[src/rtl/bldc_ctrl_pkg.sv]
// Shared constants, types and register map of the motor control block
`default_nettype none
package bldc_ctrl_pkg;
  // ****************************************************************
  // Register map (byte offsets on the register port)
  // ****************************************************************
  localparam logic [7:0] SPEED_LO_ADDR = 8'h00;  // speed command bits 7:0
  localparam logic [7:0] SPEED_HI_ADDR = 8'h01;  // speed command bit 8 in bit 0
  localparam logic [7:0] CTRL_ADDR     = 8'h02;
  localparam logic [7:0] FAULT_ADDR    = 8'h03;  // fault cause, cleared by read
  localparam logic [7:0] STATUS_ADDR   = 8'h10;  // fault and state flags

  // ****************************************************************
  // Field layouts and reset values
  // ****************************************************************
  // Status flags, bit 7 down to bit 0
  typedef struct packed {
    logic       thermal_shutdown_flag;  // bit 7
    logic       low_power_flag;         // bit 6
    logic       overcurrent_flag;       // bit 5
    logic       rotor_lock_flag;        // bit 4
    logic [3:0] reserved;               // bits 3:0 read zero
  } status_t;

  // Control register, bit 7 down to bit 0
  typedef struct packed {
    logic [3:0] reserved;                  // bits 7:4 read zero
    logic       regulator_voltage_select;  // bit 3: 0 = 5 V, 1 = 3.3 V
    logic       low_power_inhibit;         // bit 2
    logic       serial_speed_select;       // bit 1: command from register
    logic       speed_input_select;        // bit 0: 0 = analog, 1 = pulse width
  } ctrl_t;

  localparam logic [7:0] CTRL_RESET     = 8'h00;
  localparam logic [8:0] SPEED_RESET    = 9'h000;
  localparam logic [3:0] FAULT_NONE     = 4'h0;
  localparam logic [3:0] FAULT_ROTOR_LK = 4'h1;

  // ****************************************************************
  // Timing
  // ****************************************************************
  localparam int CLK_MHZ        = 100;
  localparam int LOCK_OFF_MS    = 5000;   // lock release time
  localparam int ENTER_ANA_US   = 5200;   // entry qualification, analog
  localparam int ENTER_PWM_US   = 58000;  // entry qualification, pulse width
  localparam int EXIT_US        = 1000;   // exit qualification
  localparam int SPEED_WINDOW   = 511;    // pulse-width sample window, cycles

  // ****************************************************************
  // Modulation
  // ****************************************************************
  localparam int ANGLE_STEPS    = 24;     // 15 degree steps per cycle
  localparam int PHASE_SHIFT    = 8;      // 120 degrees in steps

  typedef enum logic {
    LP_RUN = 1'b0,
    LP_LOW = 1'b1
  } lp_state_t;
endpackage
`default_nettype wire

[src/rtl/bldc_wave_rom.sv]
// Flat-bottom sine table with a registered read port
`default_nettype none
module bldc_wave_rom (
  // Clock
  input  wire logic       ref_clk,
  // Read port
  input  wire logic [4:0] angle,
  output logic      [7:0] level_r
);
  logic [7:0] level_nxt;

  // Sine plus third harmonic, shifted so the lowest phase sits at zero
  always_comb begin
    case (angle)
      5'd0, 5'd12:                  level_nxt = 8'h80;
      5'd1, 5'd11:                  level_nxt = 8'hB4;
      5'd2, 5'd6, 5'd10:            level_nxt = 8'hDD;
      5'd3, 5'd5, 5'd7, 5'd9:       level_nxt = 8'hF6;
      5'd4, 5'd8:                   level_nxt = 8'hFF;
      5'd13, 5'd23:                 level_nxt = 8'h42;
      default:                      level_nxt = 8'h00;
    endcase
  end

  // Registered output keeps the multiplier path short
  always_ff @(posedge ref_clk) begin
    level_r <= level_nxt;
  end
endmodule
`default_nettype wire

[src/rtl/bldc_ctrl_top.sv]
// Speed command, protection, low-power sequencing and phase modulation
// ****************************************************************
// ****************************************************************
`default_nettype none
module bldc_ctrl_top #(
  parameter int LOCK_OFF_CYC  = bldc_ctrl_pkg::LOCK_OFF_MS * 1000 * bldc_ctrl_pkg::CLK_MHZ,
  parameter int ENTER_ANA_CYC = bldc_ctrl_pkg::ENTER_ANA_US * bldc_ctrl_pkg::CLK_MHZ,
  parameter int ENTER_PWM_CYC = bldc_ctrl_pkg::ENTER_PWM_US * bldc_ctrl_pkg::CLK_MHZ,
  parameter int EXIT_CYC      = bldc_ctrl_pkg::EXIT_US * bldc_ctrl_pkg::CLK_MHZ
) (
  // Clock and reset
  input  wire logic       ref_clk,
  input  wire logic       rst,
  // Asynchronous comparator and pin levels
  input  wire logic       speed_pin,
  input  wire logic       speed_below_entry,
  input  wire logic       speed_above_exit,
  input  wire logic       temp_over_trip,
  input  wire logic       temp_below_release,
  input  wire logic       vcc_at_fall,
  input  wire logic       vcc_at_rise,
  input  wire logic       fet_overcurrent,
  input  wire logic       sleep_variant,
  // Same-clock inputs from converter and commutation logic
  input  wire logic [8:0] speed_adc_code,
  input  wire logic [8:0] duty_limit,
  input  wire logic       rotor_lock_detect,
  input  wire logic [4:0] elec_angle,
  // Register port behind the serial interface
  input  wire logic       reg_wr,
  input  wire logic       reg_rd,
  input  wire logic [7:0] reg_addr,
  input  wire logic [7:0] reg_wdata,
  output logic      [7:0] reg_rdata_r,
  // Power stage and supply controls
  output logic      [2:0] phase_pwm_r,
  output logic            phase_drive_en_r,
  output logic      [8:0] output_peak_duty_r,
  output logic            reg_target_3v3_r,
  output logic            regulator_en_r,
  output logic            serial_en_r,
  output logic            low_power_r
);
  // ****************************************************************
  // Pin synchronisers
  // ****************************************************************
  logic [8:0] pin_meta_r;
  logic [8:0] pin_sync_r;

  // Two flops per pin; only the second stage is read by logic
  always_ff @(posedge ref_clk) begin
    if (rst) begin
      pin_meta_r <= 9'h000;
      pin_sync_r <= 9'h000;
    end else begin
      pin_meta_r <= {speed_pin, speed_below_entry, speed_above_exit, temp_over_trip,
                     temp_below_release, vcc_at_fall, vcc_at_rise, fet_overcurrent,
                     sleep_variant};
      pin_sync_r <= pin_meta_r;
    end
  end

  logic s_speed, s_below, s_above, s_temp_trip, s_temp_rel;
  logic s_vfall, s_vrise, s_oc, s_sleep_var;
  assign {s_speed, s_below, s_above, s_temp_trip, s_temp_rel,
          s_vfall, s_vrise, s_oc, s_sleep_var} = pin_sync_r;

  // ****************************************************************
  // Registers
  // ****************************************************************
  bldc_ctrl_pkg::ctrl_t     ctrl_r;
  bldc_ctrl_pkg::status_t   status;
  bldc_ctrl_pkg::lp_state_t lp_state_r;
  logic [8:0] speed_cmd_reg_r;
  logic [3:0] fault_cause_r;
  logic       oc_flag_r;
  logic       thermal_r;
  logic       uvlo_r;
  logic       lock_hold_r;
  logic       lp_enter;
  logic       serial_live;
  logic       drive_ok;

  // Sleep variant powers the serial port down while low
  assign serial_live = !(s_sleep_var && lp_state_r == bldc_ctrl_pkg::LP_LOW);

  // Software-written state; sleep entry drops all volatile settings
  always_ff @(posedge ref_clk) begin
    if (rst || (lp_enter && s_sleep_var)) begin
      ctrl_r          <= bldc_ctrl_pkg::CTRL_RESET;
      speed_cmd_reg_r <= bldc_ctrl_pkg::SPEED_RESET;
    end else if (reg_wr && serial_live) begin
      case (reg_addr)
        bldc_ctrl_pkg::SPEED_LO_ADDR: speed_cmd_reg_r[7:0] <= reg_wdata;
        bldc_ctrl_pkg::SPEED_HI_ADDR: speed_cmd_reg_r[8]   <= reg_wdata[0];
        bldc_ctrl_pkg::CTRL_ADDR:     ctrl_r               <= {4'h0, reg_wdata[3:0]};
        default: ;
      endcase
    end
  end

  assign status = '{thermal_shutdown_flag: thermal_r,
                    low_power_flag:        lp_state_r == bldc_ctrl_pkg::LP_LOW,
                    overcurrent_flag:      oc_flag_r,
                    rotor_lock_flag:       lock_hold_r,
                    reserved:              4'h0};

  // Read data; unmapped offsets and a powered-down port read zero
  always_ff @(posedge ref_clk) begin
    if (rst) begin
      reg_rdata_r <= 8'h00;
    end else if (reg_rd) begin
      if (!serial_live) begin
        reg_rdata_r <= 8'h00;
      end else begin
        case (reg_addr)
          bldc_ctrl_pkg::SPEED_LO_ADDR: reg_rdata_r <= speed_cmd_reg_r[7:0];
          bldc_ctrl_pkg::SPEED_HI_ADDR: reg_rdata_r <= {7'h00, speed_cmd_reg_r[8]};
          bldc_ctrl_pkg::CTRL_ADDR:     reg_rdata_r <= ctrl_r;
          bldc_ctrl_pkg::FAULT_ADDR:    reg_rdata_r <= {4'h0, fault_cause_r};
          bldc_ctrl_pkg::STATUS_ADDR:   reg_rdata_r <= status;
          default:                      reg_rdata_r <= 8'h00;
        endcase
      end
    end
  end

  // ****************************************************************
  // Protection
  // ****************************************************************
  logic        rd_status;
  logic        rd_fault;
  logic [31:0] lock_cnt_r;

  assign rd_status = reg_rd && serial_live && reg_addr == bldc_ctrl_pkg::STATUS_ADDR;
  assign rd_fault  = reg_rd && serial_live && reg_addr == bldc_ctrl_pkg::FAULT_ADDR;

  // Thermal hysteresis: trip level sets, release level clears
  always_ff @(posedge ref_clk) begin
    if (rst) begin
      thermal_r <= 1'b0;
    end else if (s_temp_trip) begin
      thermal_r <= 1'b1;
    end else if (s_temp_rel) begin
      thermal_r <= 1'b0;
    end
  end

  // Lockout from reset until the supply is seen at the rising level
  always_ff @(posedge ref_clk) begin
    if (rst) begin
      uvlo_r <= 1'b1;
    end else if (s_vfall) begin
      uvlo_r <= 1'b1;
    end else if (s_vrise) begin
      uvlo_r <= 1'b0;
    end
  end

  // Sticky trip flag; a trip in the read cycle wins over the clear
  always_ff @(posedge ref_clk) begin
    if (rst) begin
      oc_flag_r <= 1'b0;
    end else if (s_oc) begin
      oc_flag_r <= 1'b1;
    end else if (rd_status) begin
      oc_flag_r <= 1'b0;
    end
  end

  // Lock: stop at once, hold off for the release time, then retry
  always_ff @(posedge ref_clk) begin
    if (rst) begin
      lock_hold_r <= 1'b0;
      lock_cnt_r  <= 32'h0000_0000;
    end else if (lock_hold_r) begin
      if (lock_cnt_r == 32'(LOCK_OFF_CYC - 1)) begin
        lock_hold_r <= 1'b0;
        lock_cnt_r  <= 32'h0000_0000;
      end else begin
        lock_cnt_r  <= lock_cnt_r + 32'h0000_0001;
      end
    end else if (rotor_lock_detect && drive_ok) begin
      lock_hold_r <= 1'b1;
    end
  end

  // Cause is recorded on lock entry; entry wins over a clearing read
  always_ff @(posedge ref_clk) begin
    if (rst) begin
      fault_cause_r <= bldc_ctrl_pkg::FAULT_NONE;
    end else if (rotor_lock_detect && drive_ok) begin
      fault_cause_r <= bldc_ctrl_pkg::FAULT_ROTOR_LK;
    end else if (rd_fault) begin
      fault_cause_r <= bldc_ctrl_pkg::FAULT_NONE;
    end
  end

  // Every stop reason removes the drive
  assign drive_ok = !thermal_r && !uvlo_r && !s_oc && !lock_hold_r &&
                    lp_state_r == bldc_ctrl_pkg::LP_RUN;

  // ****************************************************************
  // Sleep and standby sequencing
  // ****************************************************************
  logic        pwm_mode;
  logic        entry_cond;
  logic        exit_cond;
  logic        qual_cond;
  logic        qual_done;
  logic [31:0] qual_need;
  logic [31:0] qual_cnt_r;

  assign pwm_mode = ctrl_r.speed_input_select;

  // Entry per source; serial mode uses the pulse-width timing
  assign entry_cond = ctrl_r.serial_speed_select ? (speed_cmd_reg_r == 9'h000) :
                      pwm_mode ? !s_speed : s_below;
  // Serial write wakes standby only; sleep wakes from the pin
  assign exit_cond  = (ctrl_r.serial_speed_select && !s_sleep_var) ?
                      (speed_cmd_reg_r != 9'h000) : (pwm_mode ? s_speed : s_above);
  // Inhibit gates entry only, so it never pulls the block out
  assign qual_cond  = (lp_state_r == bldc_ctrl_pkg::LP_RUN) ?
                      (entry_cond && !ctrl_r.low_power_inhibit) : exit_cond;
  assign qual_need  = (lp_state_r == bldc_ctrl_pkg::LP_LOW) ? 32'(EXIT_CYC) :
                      (pwm_mode || ctrl_r.serial_speed_select) ? 32'(ENTER_PWM_CYC) :
                      32'(ENTER_ANA_CYC);
  assign qual_done  = qual_cond && qual_cnt_r == qual_need - 32'h0000_0001;
  assign lp_enter   = qual_done && lp_state_r == bldc_ctrl_pkg::LP_RUN;

  // Qualification timer restarts whenever its condition lapses
  always_ff @(posedge ref_clk) begin
    if (rst || !qual_cond || qual_done) begin
      qual_cnt_r <= 32'h0000_0000;
    end else begin
      qual_cnt_r <= qual_cnt_r + 32'h0000_0001;
    end
  end

  // Two-state power sequencer
  always_ff @(posedge ref_clk) begin
    if (rst) begin
      lp_state_r <= bldc_ctrl_pkg::LP_RUN;
    end else begin
      case (lp_state_r)
        bldc_ctrl_pkg::LP_RUN: if (qual_done) lp_state_r <= bldc_ctrl_pkg::LP_LOW;
        bldc_ctrl_pkg::LP_LOW: if (qual_done) lp_state_r <= bldc_ctrl_pkg::LP_RUN;
        default:               lp_state_r <= bldc_ctrl_pkg::LP_RUN;
      endcase
    end
  end

  // Supply and interface controls
  always_ff @(posedge ref_clk) begin
    if (rst) begin
      reg_target_3v3_r <= 1'b0;
      regulator_en_r   <= 1'b1;
      serial_en_r      <= 1'b1;
      low_power_r      <= 1'b0;
    end else begin
      reg_target_3v3_r <= ctrl_r.regulator_voltage_select;
      regulator_en_r   <= serial_live;
      serial_en_r      <= serial_live;
      low_power_r      <= lp_state_r == bldc_ctrl_pkg::LP_LOW;
    end
  end

  // ****************************************************************
  // Speed command and peak duty
  // ****************************************************************
  logic [8:0] win_cnt_r;
  logic [8:0] high_cnt_r;
  logic [8:0] pin_duty_r;
  logic [8:0] speed_cmd;

  // Pulse width measured as high samples over a fixed window
  always_ff @(posedge ref_clk) begin
    if (rst) begin
      win_cnt_r  <= 9'h000;
      high_cnt_r <= 9'h000;
      pin_duty_r <= 9'h000;
    end else if (win_cnt_r == 9'(bldc_ctrl_pkg::SPEED_WINDOW - 1)) begin
      win_cnt_r  <= 9'h000;
      high_cnt_r <= 9'h000;
      pin_duty_r <= high_cnt_r + {8'h00, s_speed};
    end else begin
      win_cnt_r  <= win_cnt_r + 9'h001;
      high_cnt_r <= high_cnt_r + {8'h00, s_speed};
    end
  end

  // Source select
  assign speed_cmd = ctrl_r.serial_speed_select ? speed_cmd_reg_r :
                     pwm_mode ? pin_duty_r : speed_adc_code;

  // Clamp by surge, current or acceleration limits
  always_ff @(posedge ref_clk) begin
    if (rst) begin
      output_peak_duty_r <= 9'h000;
    end else begin
      output_peak_duty_r <= (speed_cmd > duty_limit) ? duty_limit : speed_cmd;
    end
  end

  // ****************************************************************
  // Phase modulation
  // ****************************************************************
  logic [7:0] carrier_r;
  logic [7:0] wave_q      [3];
  logic [7:0] phase_lvl_r [3];

  // Free-running carrier for the phase comparators
  always_ff @(posedge ref_clk) begin
    if (rst) begin
      carrier_r <= 8'h00;
    end else begin
      carrier_r <= carrier_r + 8'h01;
    end
  end

  // One table lookup and scaling per phase, 120 degrees apart
  for (genvar i = 0; i < 3; i++) begin : g_phase
    logic [5:0]  angle_sum;
    logic [4:0]  angle;
    logic [16:0] scaled;

    assign angle_sum = {1'b0, elec_angle} + 6'(i * bldc_ctrl_pkg::PHASE_SHIFT);
    assign angle     = (angle_sum >= 6'(bldc_ctrl_pkg::ANGLE_STEPS)) ?
                       5'(angle_sum - 6'(bldc_ctrl_pkg::ANGLE_STEPS)) : angle_sum[4:0];
    assign scaled    = {9'h000, wave_q[i]} * {8'h00, output_peak_duty_r};

    bldc_wave_rom u_rom (
      .ref_clk (ref_clk),
      .angle   (angle),
      .level_r (wave_q[i])
    );

    // Peak duty sets the amplitude; the lowest phase stays at ground
    always_ff @(posedge ref_clk) begin
      if (rst) begin
        phase_lvl_r[i] <= 8'h00;
        phase_pwm_r[i] <= 1'b0;
      end else begin
        phase_lvl_r[i] <= scaled[16:9];
        phase_pwm_r[i] <= drive_ok && (carrier_r < phase_lvl_r[i]);
      end
    end
  end

  // Drivers released to high impedance on any stop
  always_ff @(posedge ref_clk) begin
    if (rst) begin
      phase_drive_en_r <= 1'b0;
    end else begin
      phase_drive_en_r <= drive_ok;
    end
  end
endmodule
`default_nettype wire

[config.mk]
export PLATFORM = sky130hd
export DESIGN_NAME = bldc_ctrl_top
export DESIGN_NICKNAME = d
export VERILOG_FILES = /design/src/rtl/bldc_ctrl_pkg.sv /design/src/rtl/bldc_wave_rom.sv /design/src/rtl/bldc_ctrl_top.sv
export SDC_FILE = /design/constraint.sdc
export NUM_CORES = 1
export LEC_CHECK = 0
export BUFFER_PORTS_ARGS = -buffer_cell sky130_fd_sc_hd__buf_4
export CAP_MARGIN = 20
export CORE_MARGIN = 2
export CORE_UTILIZATION = 58
export CTS_BUF_LIST = sky130_fd_sc_hd__clkbuf_8
export CTS_CLUSTER_DIAMETER = 50
export DETAILED_ROUTE_END_ITERATION = 10
export GPL_ROUTABILITY_DRIVEN = 0
export MAX_ROUTING_LAYER = met4
export PLACE_DENSITY = 0.75
export SETUP_SLACK_MARGIN = 0.1
export SLEW_MARGIN = 20
export SYNTH_ARGS = -nofsm -noshare
export SYNTH_HDL_FRONTEND = slang
export SYNTH_SLANG_ARGS = --single-unit
[constraint.sdc]
create_clock -name ref_clk -period 4.9 [get_ports ref_clk]
set_input_delay 0.245 -clock ref_clk [delete_from_list [all_inputs] [get_ports ref_clk]]
set_output_delay 0.245 -clock ref_clk [all_outputs]
set_load 0.1 [all_outputs]
==> results of run 1 <==
==> timing repair <==
| item | CTS | global route |
|---|---|---|
| gates resized for setup | 0 | 7 |
| hold endpoints to repair | 26 | 0 |
| endpoints found under the setup margin | 0 | 8 |
| hold buffers | 21 | 0 |
==> stage by stage <==
step           std cells  instance area, um2
2_1_floorplan       1712               15000
3_3_place_gp        2075               15900
3_5_place_dp        2075               15900
4_1_cts             2164               16900
5_1_grt             2164               16900
6_report            2164               16900
==> sequential cells by signal (all words and copies together) (netlist names), 3 cells and up <==
| register | cells |
|---|---|
| phase_pwm_r | 3 |
| speed_cmd_reg_r | 9 |
| reg_rdata_r | 8 |
| ctrl_r | 3 |
| lock_cnt_r | 32 |
| output_peak_duty_r | 9 |
| high_cnt_r | 9 |
| phase_lvl_r | 24 |
| win_cnt_r | 9 |
| pin_duty_r | 9 |
| qual_cnt_r | 32 |
| carrier_r | 8 |
| pin_sync_r | 9 |
| g_phase.u_rom.level_r | 18 |
| pin_meta_r | 9 |
==> synth_stat cells (all sizes together), types with 11 or more instances <==
cell,n
and3,27
xor2,40
a21oi,47
inv,249
nand4,31
nor4,12
ha,144
fa,123
clkbuf,47
nor2,193
a21o,24
nand3,53
nor2b,38
xnor2,48
nor3,23
mux2i,35
a211oi,11
dfxtp,202
nand2,115
o21ai,35
and2,104
==> worst paths after layout <==
path              depth (start not counted)                        start           endpoint
setup reg to reg                         16  g_phase[1].u_rom.level_r[4]  phase_lvl_r[1][4]
hold / removal                            4                  reg_addr[4]     reg_rdata_r[0]
setup / recovery                         16  g_phase[1].u_rom.level_r[4]  phase_lvl_r[1][4]
hold reg to reg                           1                pin_meta_r[7]      pin_sync_r[7]
==> power by group through the flow <==
stage / registers (mW) / logic, mW / clock network (mW)
floorplan: 1.87 / 1.18 / 0
global placement: 1.85 / 1.54 / 0
detailed placement: 1.86 / 1.59 / 0
CTS: 1.82 / 1.62 / 1.73
global route: 1.83 / 1.85 / 1.81
finish: 1.82 / 1.61 / 1.69
==> layout make-up <==
class,instances,area (um2)
Multi-Input combinational cell,1204,9800
Fill cell,2058,8350
Sequential cell,202,4070
Inverter,249,935
Timing Repair Buffer,111,886
Clock buffer,49,674
Tap cell,330,413
Clock inverter,19,120
==> layer usage <==
| metal | share of wire (%) | global-route usage (%) | vias up | routed length, um |
|---|---|---|---|---|
| li1 | - | - | 5770 | - |
| met1 | 45 | 32.4 | 5600 | 14400 |
| met2 | 48 | 42.2 | 217 | 15600 |
| met3 | 4.6 | 4.50 | 63 | 1500 |
| met4 | 2.3 | 7.35 | 0 | 737 |
| met5 | 0 | - | - | 0 |
==> logic make-up after synthesis <==
family | after synthesis | synth area share (%)
xor gates and xnor gates | 88 | 5.14
adders and majority gates | 267 | 28.5
muxes | 44 | 3.09
buffers and inverters | 306 | 7.85
AOI/OAI and AO/OA | 170 | 7.28
and+or+nand+nor | 635 | 21.2
DFF | 202 | 27.0
==> worst max-delay path: stages, from the launching register on <==
cell	delay, ps
dfxtp_2	350
and2_1	180
fa_1	530
inv_1	50
fa_1	520
inv_1	50
fa_1	520
inv_1	50
fa_1	530
inv_1	40
ha_1	300
a21o_1	170
a21oi_2	170
o21ai_1	110
or3_4	420
a31oi_1	170
mux2_2	350
==> summary.md, run 1 <==
| Metric | Value |
|---|---|
| Worst slew margin | `32.9%` |
| Die Width | `165 um` |
| Grt ovf | `0` |
| Worst Path Arrival | `5060 ps` |
| # setup viols final | `0` |
| Synthesized flop and latch total | `202` |
| Share of cells above drive strength 1 | `10.3%` |
| CTS root buffer | `clkbuf_8` |
| Top cell type's share of synthesized area | `27.0%` |
| Die area | `27100 um2` |
| Netlist cell types | `64` |
| Ranking of synthesized cells by area | `dfxtp_1, fa_1, ha_1` |
| Power share of the clock group | `33.0%` |
| Seq/Total Area, Yosys | `27.0%` |
| CTS max path bufs | `3` |
| Sw Share | `34.1%` |
| Vert. Die Dim | `165 um` |
| Crit path capture type | `flip-flop` |
| Most frequent cells in the layout | `inv_1, dfxtp_1, nor2_1` |
| IO Pins | `78` |
| Worst Hold Slack | `65.7 ps` |
| RSZ-0062 raised after global routing | `yes` |
| Ant diodes | `0` |
| DRT antenna net count | `0` |
| Synth-to-Final Area Change | `12.8%` |
| Utilization after layout | `66.9%` |
| DR iter-0 viols | `587` |
| Total negative setup slack | `0 ps` |
| Global Route Usage Sum | `25.5%` |
| Tmin final | `4640 ps` |
| DP Wirelength | `24700 um` |
| Setup CP Type | `flip-flop to flip-flop` |
| Fin. Hold Viols | `0` |
| Routed WL | `32200 um` |
| Largest net degree at the start of global routing | `92` |
| I/O Buffers | `77` |
| Net Switching | `1.75 mW` |
| Synth area leader | `dfxtp_1` |
| Router iterations before antenna repair | `5` |
| Via density | `5.38` |
| Fmax | `215 MHz` |
| PwrDens | `303 nW/um2` |
| Effective utilization at floorplan | `59.3%` |
| Total Power | `5.12 mW` |
| First-pass GRT wire length | `54500 um` |
| Flop pwr share | `35.6%` |
| DP Worst Slack | `135 ps` |
| Synthesized Nets | `2032` |
| Setup crit start kind | `flip-flop` |
| H-tree depth | `2` |
| Most common cell after layout, fill and taps aside | `inv_1` |
| DRC viols | `0` |
| Clock transition at path regs | `60 ps` |
| Mapped Cells | `1712` |
| Synth Area per Inst | `8.75 um2` |
| Combinational fraction of design power | `31.4%` |
| Max-slew violations | `0` |
| Leak | `7.98 nW` |
| Netlist Area Pre-Place | `15000 um2` |
| Clk Latency, worst-skew pair | `540 ps` |
| Wire per inst | `14.9 um` |
| R2r setup slk | `260 ps` |
| Post-synth EDFFs | `0` |
| Status | `finished clean` |
| Hold crit path type | `input port to flip-flop` |
| Int Pwr | `3.38 mW` |
| Number of max-cap violations | `0` |
| Net count, final | `2127` |
| Core ar. | `25300 um2` |
| Vias in the first global route | `11600` |
| CTS tree | `done` |
| Crit share post-route | `94.8%` |
| Vias | `11700` |
| CTS Buf Count | `39` |
| Setup ws final | `257 ps` |
| CP required | `5320 ps` |
| Asr flop ratio synth | `0%` |
| Ys flop type | `dfxtp_1` |
| Tightest Pin Transition | `1000 ps` |
| VDD IR max | `0.282 mV` |
| Post-CTS setup buffer count | `0` |
| Rows | `58` |
| Synth warnings | `0` |
| Layout Skew | `22.6 ps` |
| Crit Path Max Fanout | `9` |
| Clock Sink Count | `202` |
| Initial antenna violation count | `0` |
(Power assumes the default switching activity.)
==> run 2: changes to the inputs <==
--- a/config.mk
+++ b/config.mk
@@ -5,9 +5,9 @@
 export SDC_FILE = /design/constraint.sdc
 export NUM_CORES = 1
 export LEC_CHECK = 0
-export BUFFER_PORTS_ARGS = -buffer_cell sky130_fd_sc_hd__buf_4
+export BUFFER_PORTS_ARGS = -buffer_cell sky130_fd_sc_hd__buf_2
 export CAP_MARGIN = 20
-export CORE_MARGIN = 2
+export CORE_MARGIN = 10
 export CORE_UTILIZATION = 58
 export CTS_BUF_LIST = sky130_fd_sc_hd__clkbuf_8
 export CTS_CLUSTER_DIAMETER = 50
==> summary.md, run 2 (synthesis gave the netlist of run 1 again) <==
| Metric | Value |
|---|---|
| Wire per inst | `15.2 um (+1.8%)` |
| Die Width | `181 um (+9.7%)` |
| Slowest-stage cell, CP | `fa_1` |
| Setup CP Type | `flip-flop to flip-flop` |
| Hold crit path type | `input port to flip-flop` |
| Vert. Die Dim | `181 um (+9.7%)` |
| Via density | `5.38 (-0.14%)` |
| Grt ovf | `0 (unchanged)` |
| DRC viols | `0 (unchanged)` |
| Fill count | `2061 (+0.15%)` |
| Core ar. | `25300 um2 (+0.29%)` |
| DR iter-0 viols | `672 (+14%)` |
| Crit path capture type | `flip-flop` |
| Leak | `7.91 nW (-0.90%)` |
| Setup ws final | `285 ps (+27.5 ps)` |
| Number of max-cap violations | `0 (unchanged)` |
| Setup crit start kind | `flip-flop` |
| Placed inst area | `15600 um2 (-1.4%)` |
| I/O Buffers | `77 (unchanged)` |
| Net count, final | `2122 (-0.24%)` |
| Die area | `32700 um2 (+20%)` |
| Crit Path Max Fanout | `9 (unchanged)` |
| CTS Buf Count | `37 (-5.1%)` |
| Router iterations before antenna repair | `7 (+2)` |
| CTS tree | `done` |
| Rows | `58 (unchanged)` |
| Inst Count DP | `2071 (-0.19%)` |
| DP Wirelength | `24700 um (+0.33%)` |
| Worst Hold Slack | `46.3 ps (-19.4 ps)` |
| Effective utilization at floorplan | `59.2% (-0.17 points)` |
| Clock transition at path regs | `70 ps (about the same)` |
| Max incr delay on CP | `530 ps (about the same)` |
| Status | `finished clean` |
| Total Power | `5.11 mW (-0.32%)` |
| H-tree depth | `2 (unchanged)` |
| CTS max path bufs | `3 (unchanged)` |
| CP required | `5320 ps (about the same)` |
| Utilization after layout | `65.9% (-1.0 points)` |
| IO Pins | `78 (unchanged)` |
| Clock Sink Count | `202 (unchanged)` |
| Vias | `11600 (-0.51%)` |
| Clk Latency, worst-skew pair | `530 ps (about the same)` |
| CTS root buffer | `clkbuf_8` |
| Largest net degree at the start of global routing | `91 (-1.1%)` |
| Fmax | `217 MHz (+0.60%)` |
| First-pass GRT wire length | `56400 um (+3.5%)` |
| Worst Path Arrival | `5040 ps (-20 ps)` |
| Final cell count without fillers | `2156 (-0.37%)` |
| Most common cell after layout, fill and taps aside | `inv_1` |
| DRT antenna net count | `0 (unchanged)` |
| Layout Skew | `33.9 ps (+11.4 ps)` |
| Routed WL | `32700 um (+1.4%)` |
| R2r setup slk | `280 ps (+30 ps)` |
| Fin. Hold Viols | `0 (unchanged)` |
| Ordered cell list for the critical path | `and2_4, fa_1, inv_1, fa_1, inv_1, fa_1, inv_1, fa_1, inv_1, ha_1, a21o_1, a21oi_2, o21ai_2, or3_4, o21a_1, mux2_1` |
| PwrDens | `306 nW/um2 (+0.97%)` |
| Tightest Pin Transition | `990 ps (-12.5 ps)` |
| Max-slew violations | `0 (unchanged)` |
| Vias in the first global route | `12000 (+2.9%)` |
| Ant diodes | `0 (unchanged)` |
| RSZ-0062 raised after global routing | `no` |
| VDD IR max | `0.339 mV (+21%)` |
| Most frequent cells in the layout | `inv_1, dfxtp_1, nor2_1` |
| # setup viols final | `0 (unchanged)` |
| Global Route Usage Sum | `20.7% (-4.9 points)` |
| Worst slew margin | `33.8% (+0.92 points)` |
| Tmin final | `4620 ps (-27.5 ps)` |
| Total negative setup slack | `0 ps (unchanged)` |
| Synth-to-Final Area Change | `11.4%` |
| Initial antenna violation count | `0 (unchanged)` |
| Crit share post-route | `94.2% (-0.56 points)` |
| Share of cells above drive strength 1 | `10.4% (+0.10 points)` |
| DP Worst Slack | `168 ps (+32.9 ps)` |
| Top flop regs | `lock_cnt_r (32), qual_cnt_r (32), phase_lvl_r (24)` |
| Final instance area | `16700 um2 (-1.3%)` |
==> run 2: cell type report <==
type                    count  area, um2  share of cell area (%)
multi-input cells        1204       9820                    58.8
flip-flops and latches    202       4080                    24.4
inverters                 249        935                    5.60
repair buffers            108        672                    4.03
clock buffers              43        592                    3.55
well taps                 330        413                    2.47
clock inverters            20        185                    1.11
==> run 2: final timing paths <==
kind / depth (start not counted) / to / from
worst min register to register: 1 / uvlo_r / pin_sync_r[2]
worst min-delay path: 3 / lock_hold_r / rotor_lock_detect
worst max register to register: 16 / phase_lvl_r[1][6] / g_phase[1].u_rom.level_r[4]
worst max-delay path: 16 / phase_lvl_r[1][6] / g_phase[1].u_rom.level_r[4]
==> run 2: worst max-delay path, delay by kind of cell, from the launching register on <==
kind / cells / cell delay, ps
buf+inv: 4 / 210
mux: 1 / 320
flops: 1 / 360
compound gates: 4 / 640
simple gates: 2 / 580
fa+ha+maj: 5 / 2400
==> run 2: timing repair <==
item,in CTS,in global routing
buffers inserted,0,2
hold buffers,20,0
setup endpoints to repair,0,11
resized for setup,0,14
endpoints found under the hold margin,23,0
==> run 2: power by group <==
group | internal [mW] | total, mW | switching (mW)
combinational | 0.663 | 1.59 | 0.929
clock | 0.966 | 1.69 | 0.720
sequential | 1.74 | 1.83 | 0.0911
==> run 2: metal layers <==
| layer | vias to the layer above | GRT usage (%) | share of wire [%] |
|---|---|---|---|
| met2 | 234 | 34.4 | 49 |
| met4 | 0 | 5.05 | 1.5 |
| met3 | 41 | 2.88 | 4.0 |
| met1 | 5564 | 26.1 | 46 |
| li1 | 5752 | - | - |
| met5 | - | - | 0 |
==> run 3: changes to the inputs <==
--- a/config.mk
+++ b/config.mk
@@ -8,13 +8,13 @@
 export BUFFER_PORTS_ARGS = -buffer_cell sky130_fd_sc_hd__buf_2
 export CAP_MARGIN = 20
 export CORE_MARGIN = 10
-export CORE_UTILIZATION = 58
+export CORE_UTILIZATION = 42
 export CTS_BUF_LIST = sky130_fd_sc_hd__clkbuf_8
 export CTS_CLUSTER_DIAMETER = 50
 export DETAILED_ROUTE_END_ITERATION = 10
 export GPL_ROUTABILITY_DRIVEN = 0
 export MAX_ROUTING_LAYER = met4
-export PLACE_DENSITY = 0.75
+export PLACE_DENSITY = 0.56
 export SETUP_SLACK_MARGIN = 0.1
 export SLEW_MARGIN = 20
 export SYNTH_ARGS = -nofsm -noshare
==> summary.md, run 3 (synthesis gave the netlist of run 1 again) <==
| Metric | Value |
|---|---|
| Worst slew margin | `30.9% (-2.9 points)` |
| DRT antenna net count | `0 (unchanged)` |
| Final cell count without fillers | `2299 (+6.6%)` |
| Tmin final | `4620 ps (+3.59 ps)` |
| Fmax | `216 MHz (about the same)` |
| Crit Path Max Fanout | `9 (unchanged)` |
| Most used routing layer | `met2` |
| Ordered cell list for the critical path | `and2_4, fa_1, inv_1, fa_1, inv_1, fa_1, inv_1, fa_1, inv_1, ha_1, a21o_1, a21oi_2, o21ai_2, or3_4, o21a_1, mux2_1` |
| Net count, final | `2129 (+0.33%)` |
| Cell depth of the worst hold path | `3 (unchanged)` |
| Fin. Hold Viols | `0 (unchanged)` |
| VDD IR max | `0.224 mV (-34%)` |
| First-pass GRT wire length | `59100 um (+4.6%)` |
| Vias | `11600 (-0.24%)` |
| CTS root buffer | `clkbuf_8` |
| Max incr delay on CP | `530 ps (about the same)` |
| Number of max-cap violations | `0 (unchanged)` |
| I/O Buffers | `77 (unchanged)` |
| Post-CTS setup buffer count | `0 (unchanged)` |
| Grt met2 use | `26.8% (-7.5 points)` |
| Setup crit start kind | `flip-flop` |
| Most frequent cells in the layout | `inv_1, dfxtp_1, nor2_1` |
| Startpoint of the worst hold path | `duty_limit[0]` |
| Top flop regs | `lock_cnt_r (32), qual_cnt_r (32), phase_lvl_r (24)` |
| Total Power | `5.21 mW (+1.9%)` |
| Vert. Die Dim | `209 um (+16%)` |
| Inst Count DP | `2210 (+6.7%)` |
| Slowest-stage cell, CP | `fa_1` |
| Initial antenna violation count | `0 (unchanged)` |
| Die Width | `209 um (+16%)` |
| Area occupied by multi-input gates | `9810 um2 (about the same)` |
| Router iterations before antenna repair | `5 (-2)` |
| DRC viols | `0 (unchanged)` |
| CTS max path bufs | `3 (unchanged)` |
| Tightest Pin Transition | `1030 ps (+44.0 ps)` |
| IO Pins | `78 (unchanged)` |
| Crit path capture type | `flip-flop` |
| Share of cells above drive strength 1 | `10.4% (+0.096 points)` |
| Synth-to-Final Area Change | `13.1%` |
| Worst Reg-to-Reg Cells | `16 (unchanged)` |
| Endpoint, Worst Hold | `output_peak_duty_r[0]` |
| Total negative setup slack | `0 ps (unchanged)` |
| Worst Hold Slack | `28.4 ps (-17.9 ps)` |
| CTS Buf Count | `38 (+2.7%)` |
| H-tree depth | `2 (unchanged)` |
| Status | `finished clean` |
| Clock Sink Count | `202 (unchanged)` |
| Met3 Use GR | `2.30% (-0.58 points)` |
| CP required | `5340 ps (+20 ps)` |
| PwrDens | `307 nW/um2 (+0.39%)` |
| Routed WL | `34200 um (+4.6%)` |
| DR iter-0 viols | `431 (-36%)` |
| R2r setup slk | `280 ps (about the same)` |
| Via density | `5.03 (-6.4%)` |
| Leak | `7.99 nW (+0.96%)` |
| # setup viols final | `0 (unchanged)` |
| Layout Skew | `14.9 ps (-19.0 ps)` |
| Utilization after layout | `47.9% (-18 points)` |
| Grt ovf | `0 (unchanged)` |
| Hold crit path type | `input port to flip-flop` |
| Clock transition at path regs | `60 ps (about the same)` |
| Reg2reg end | `phase_lvl_r[1][6]` |
| Effective utilization at floorplan | `42.3% (-17 points)` |
| Most common cell after layout, fill and taps aside | `inv_1` |
| DP Wirelength | `26500 um (+7.1%)` |
| Wire per inst | `14.9 um (-1.9%)` |
| Crit share post-route | `94.3% (about the same)` |
| Largest net degree at the start of global routing | `57 (-37%)` |
| Storage cell area | `4070 um2 (about the same)` |
| Die area | `43600 um2 (+34%)` |
| Worst Path Arrival | `5060 ps (+20 ps)` |
| CTS tree | `done` |
| Ant diodes | `0 (unchanged)` |
| RR Startpoint | `g_phase[1].u_rom.level_r[4]` |
| Max-slew violations | `0 (unchanged)` |
| Met1 Usage GRT | `20.7% (-5.3 points)` |
| Setup CP Type | `flip-flop to flip-flop` |
| RSZ-0062 raised after global routing | `yes` |
| Global Route Usage Sum | `16.3% (-4.3 points)` |
| Vias in the first global route | `12000 (+0.19%)` |
| Clk Latency, worst-skew pair | `550 ps (+20 ps)` |
| Core ar. | `35400 um2 (+40%)` |
| Rows | `69 (+19%)` |
| Fill count | `3490 (+69%)` |
==> run 3: through the flow <==
| stage | instance area [um2] | setup slack, ps |
|---|---|---|
| 2_1_floorplan | 15000 | 108 |
| 3_3_place_gp | 15900 | 179 |
| 3_5_place_dp | 15900 | 109 |
| 4_1_cts | 16900 | 152 |
| 5_1_grt | 16900 | 42.8 |
| 6_report | 16900 | 281 |
==> run 3: worst max-delay path, delay by kind of cell (launching register included) <==
family | cells | cell delay, ps
buffers and inverters | 4 | 220
DFF | 1 | 360
muxes | 1 | 300
adders and majority gates | 5 | 2410
and+or+nand+nor | 2 | 570
AOI/OAI and AO/OA | 4 | 640
==> run 3: how the worst max path moves through the flow <==
stage	start	to	slack, ps	cells past startpoint
after floorplan	output_peak_duty_r[3]	phase_lvl_r[1][6]	110	19
after global placement	g_phase[1].u_rom.level_r[4]	phase_lvl_r[1][4]	180	16
after detailed placement	g_phase[1].u_rom.level_r[4]	phase_lvl_r[1][6]	110	16
after CTS	g_phase[1].u_rom.level_r[4]	phase_lvl_r[1][6]	150	16
after global routing	g_phase[0].u_rom.level_r[3]	phase_lvl_r[0][6]	40	15
final	g_phase[1].u_rom.level_r[4]	phase_lvl_r[1][6]	280	16
==> run 3: metal layers <==
layer,wire (um),share of wire (%)
met1,16000,47
met2,16400,48
met3,1080,3.2
met4,686,2.0
met5,0,0
==> run 3: area by class of cell <==
type | count | share of cell area, %
Multi-Input combinational cell | 1204 | 57.9
Clock inverter | 23 | 1.15
Inverter | 249 | 5.52
Tap cell | 461 | 3.40
Timing Repair Buffer | 114 | 4.25
Sequential cell | 202 | 24.0
Clock buffer | 46 | 3.74
==> run 3: timing repair <==
| item | CTS | global route |
|---|---|---|
| endpoints found under the hold margin | 25 | 0 |
| pin swaps | 0 | 2 |
| hold buffers | 20 | 0 |
| gates cloned | 0 | 0 |
| resized for setup | 1 | 11 |
| endpoints found under the setup margin | 2 | 10 |
==> run 3: power by group <==
group,switching [mW],internal [mW],leakage (nW)
Combinational,0.931,0.668,5.86
Clock,0.760,1.02,0.472
Sequential,0.0893,1.74,1.65
Total,1.78,3.43,7.99
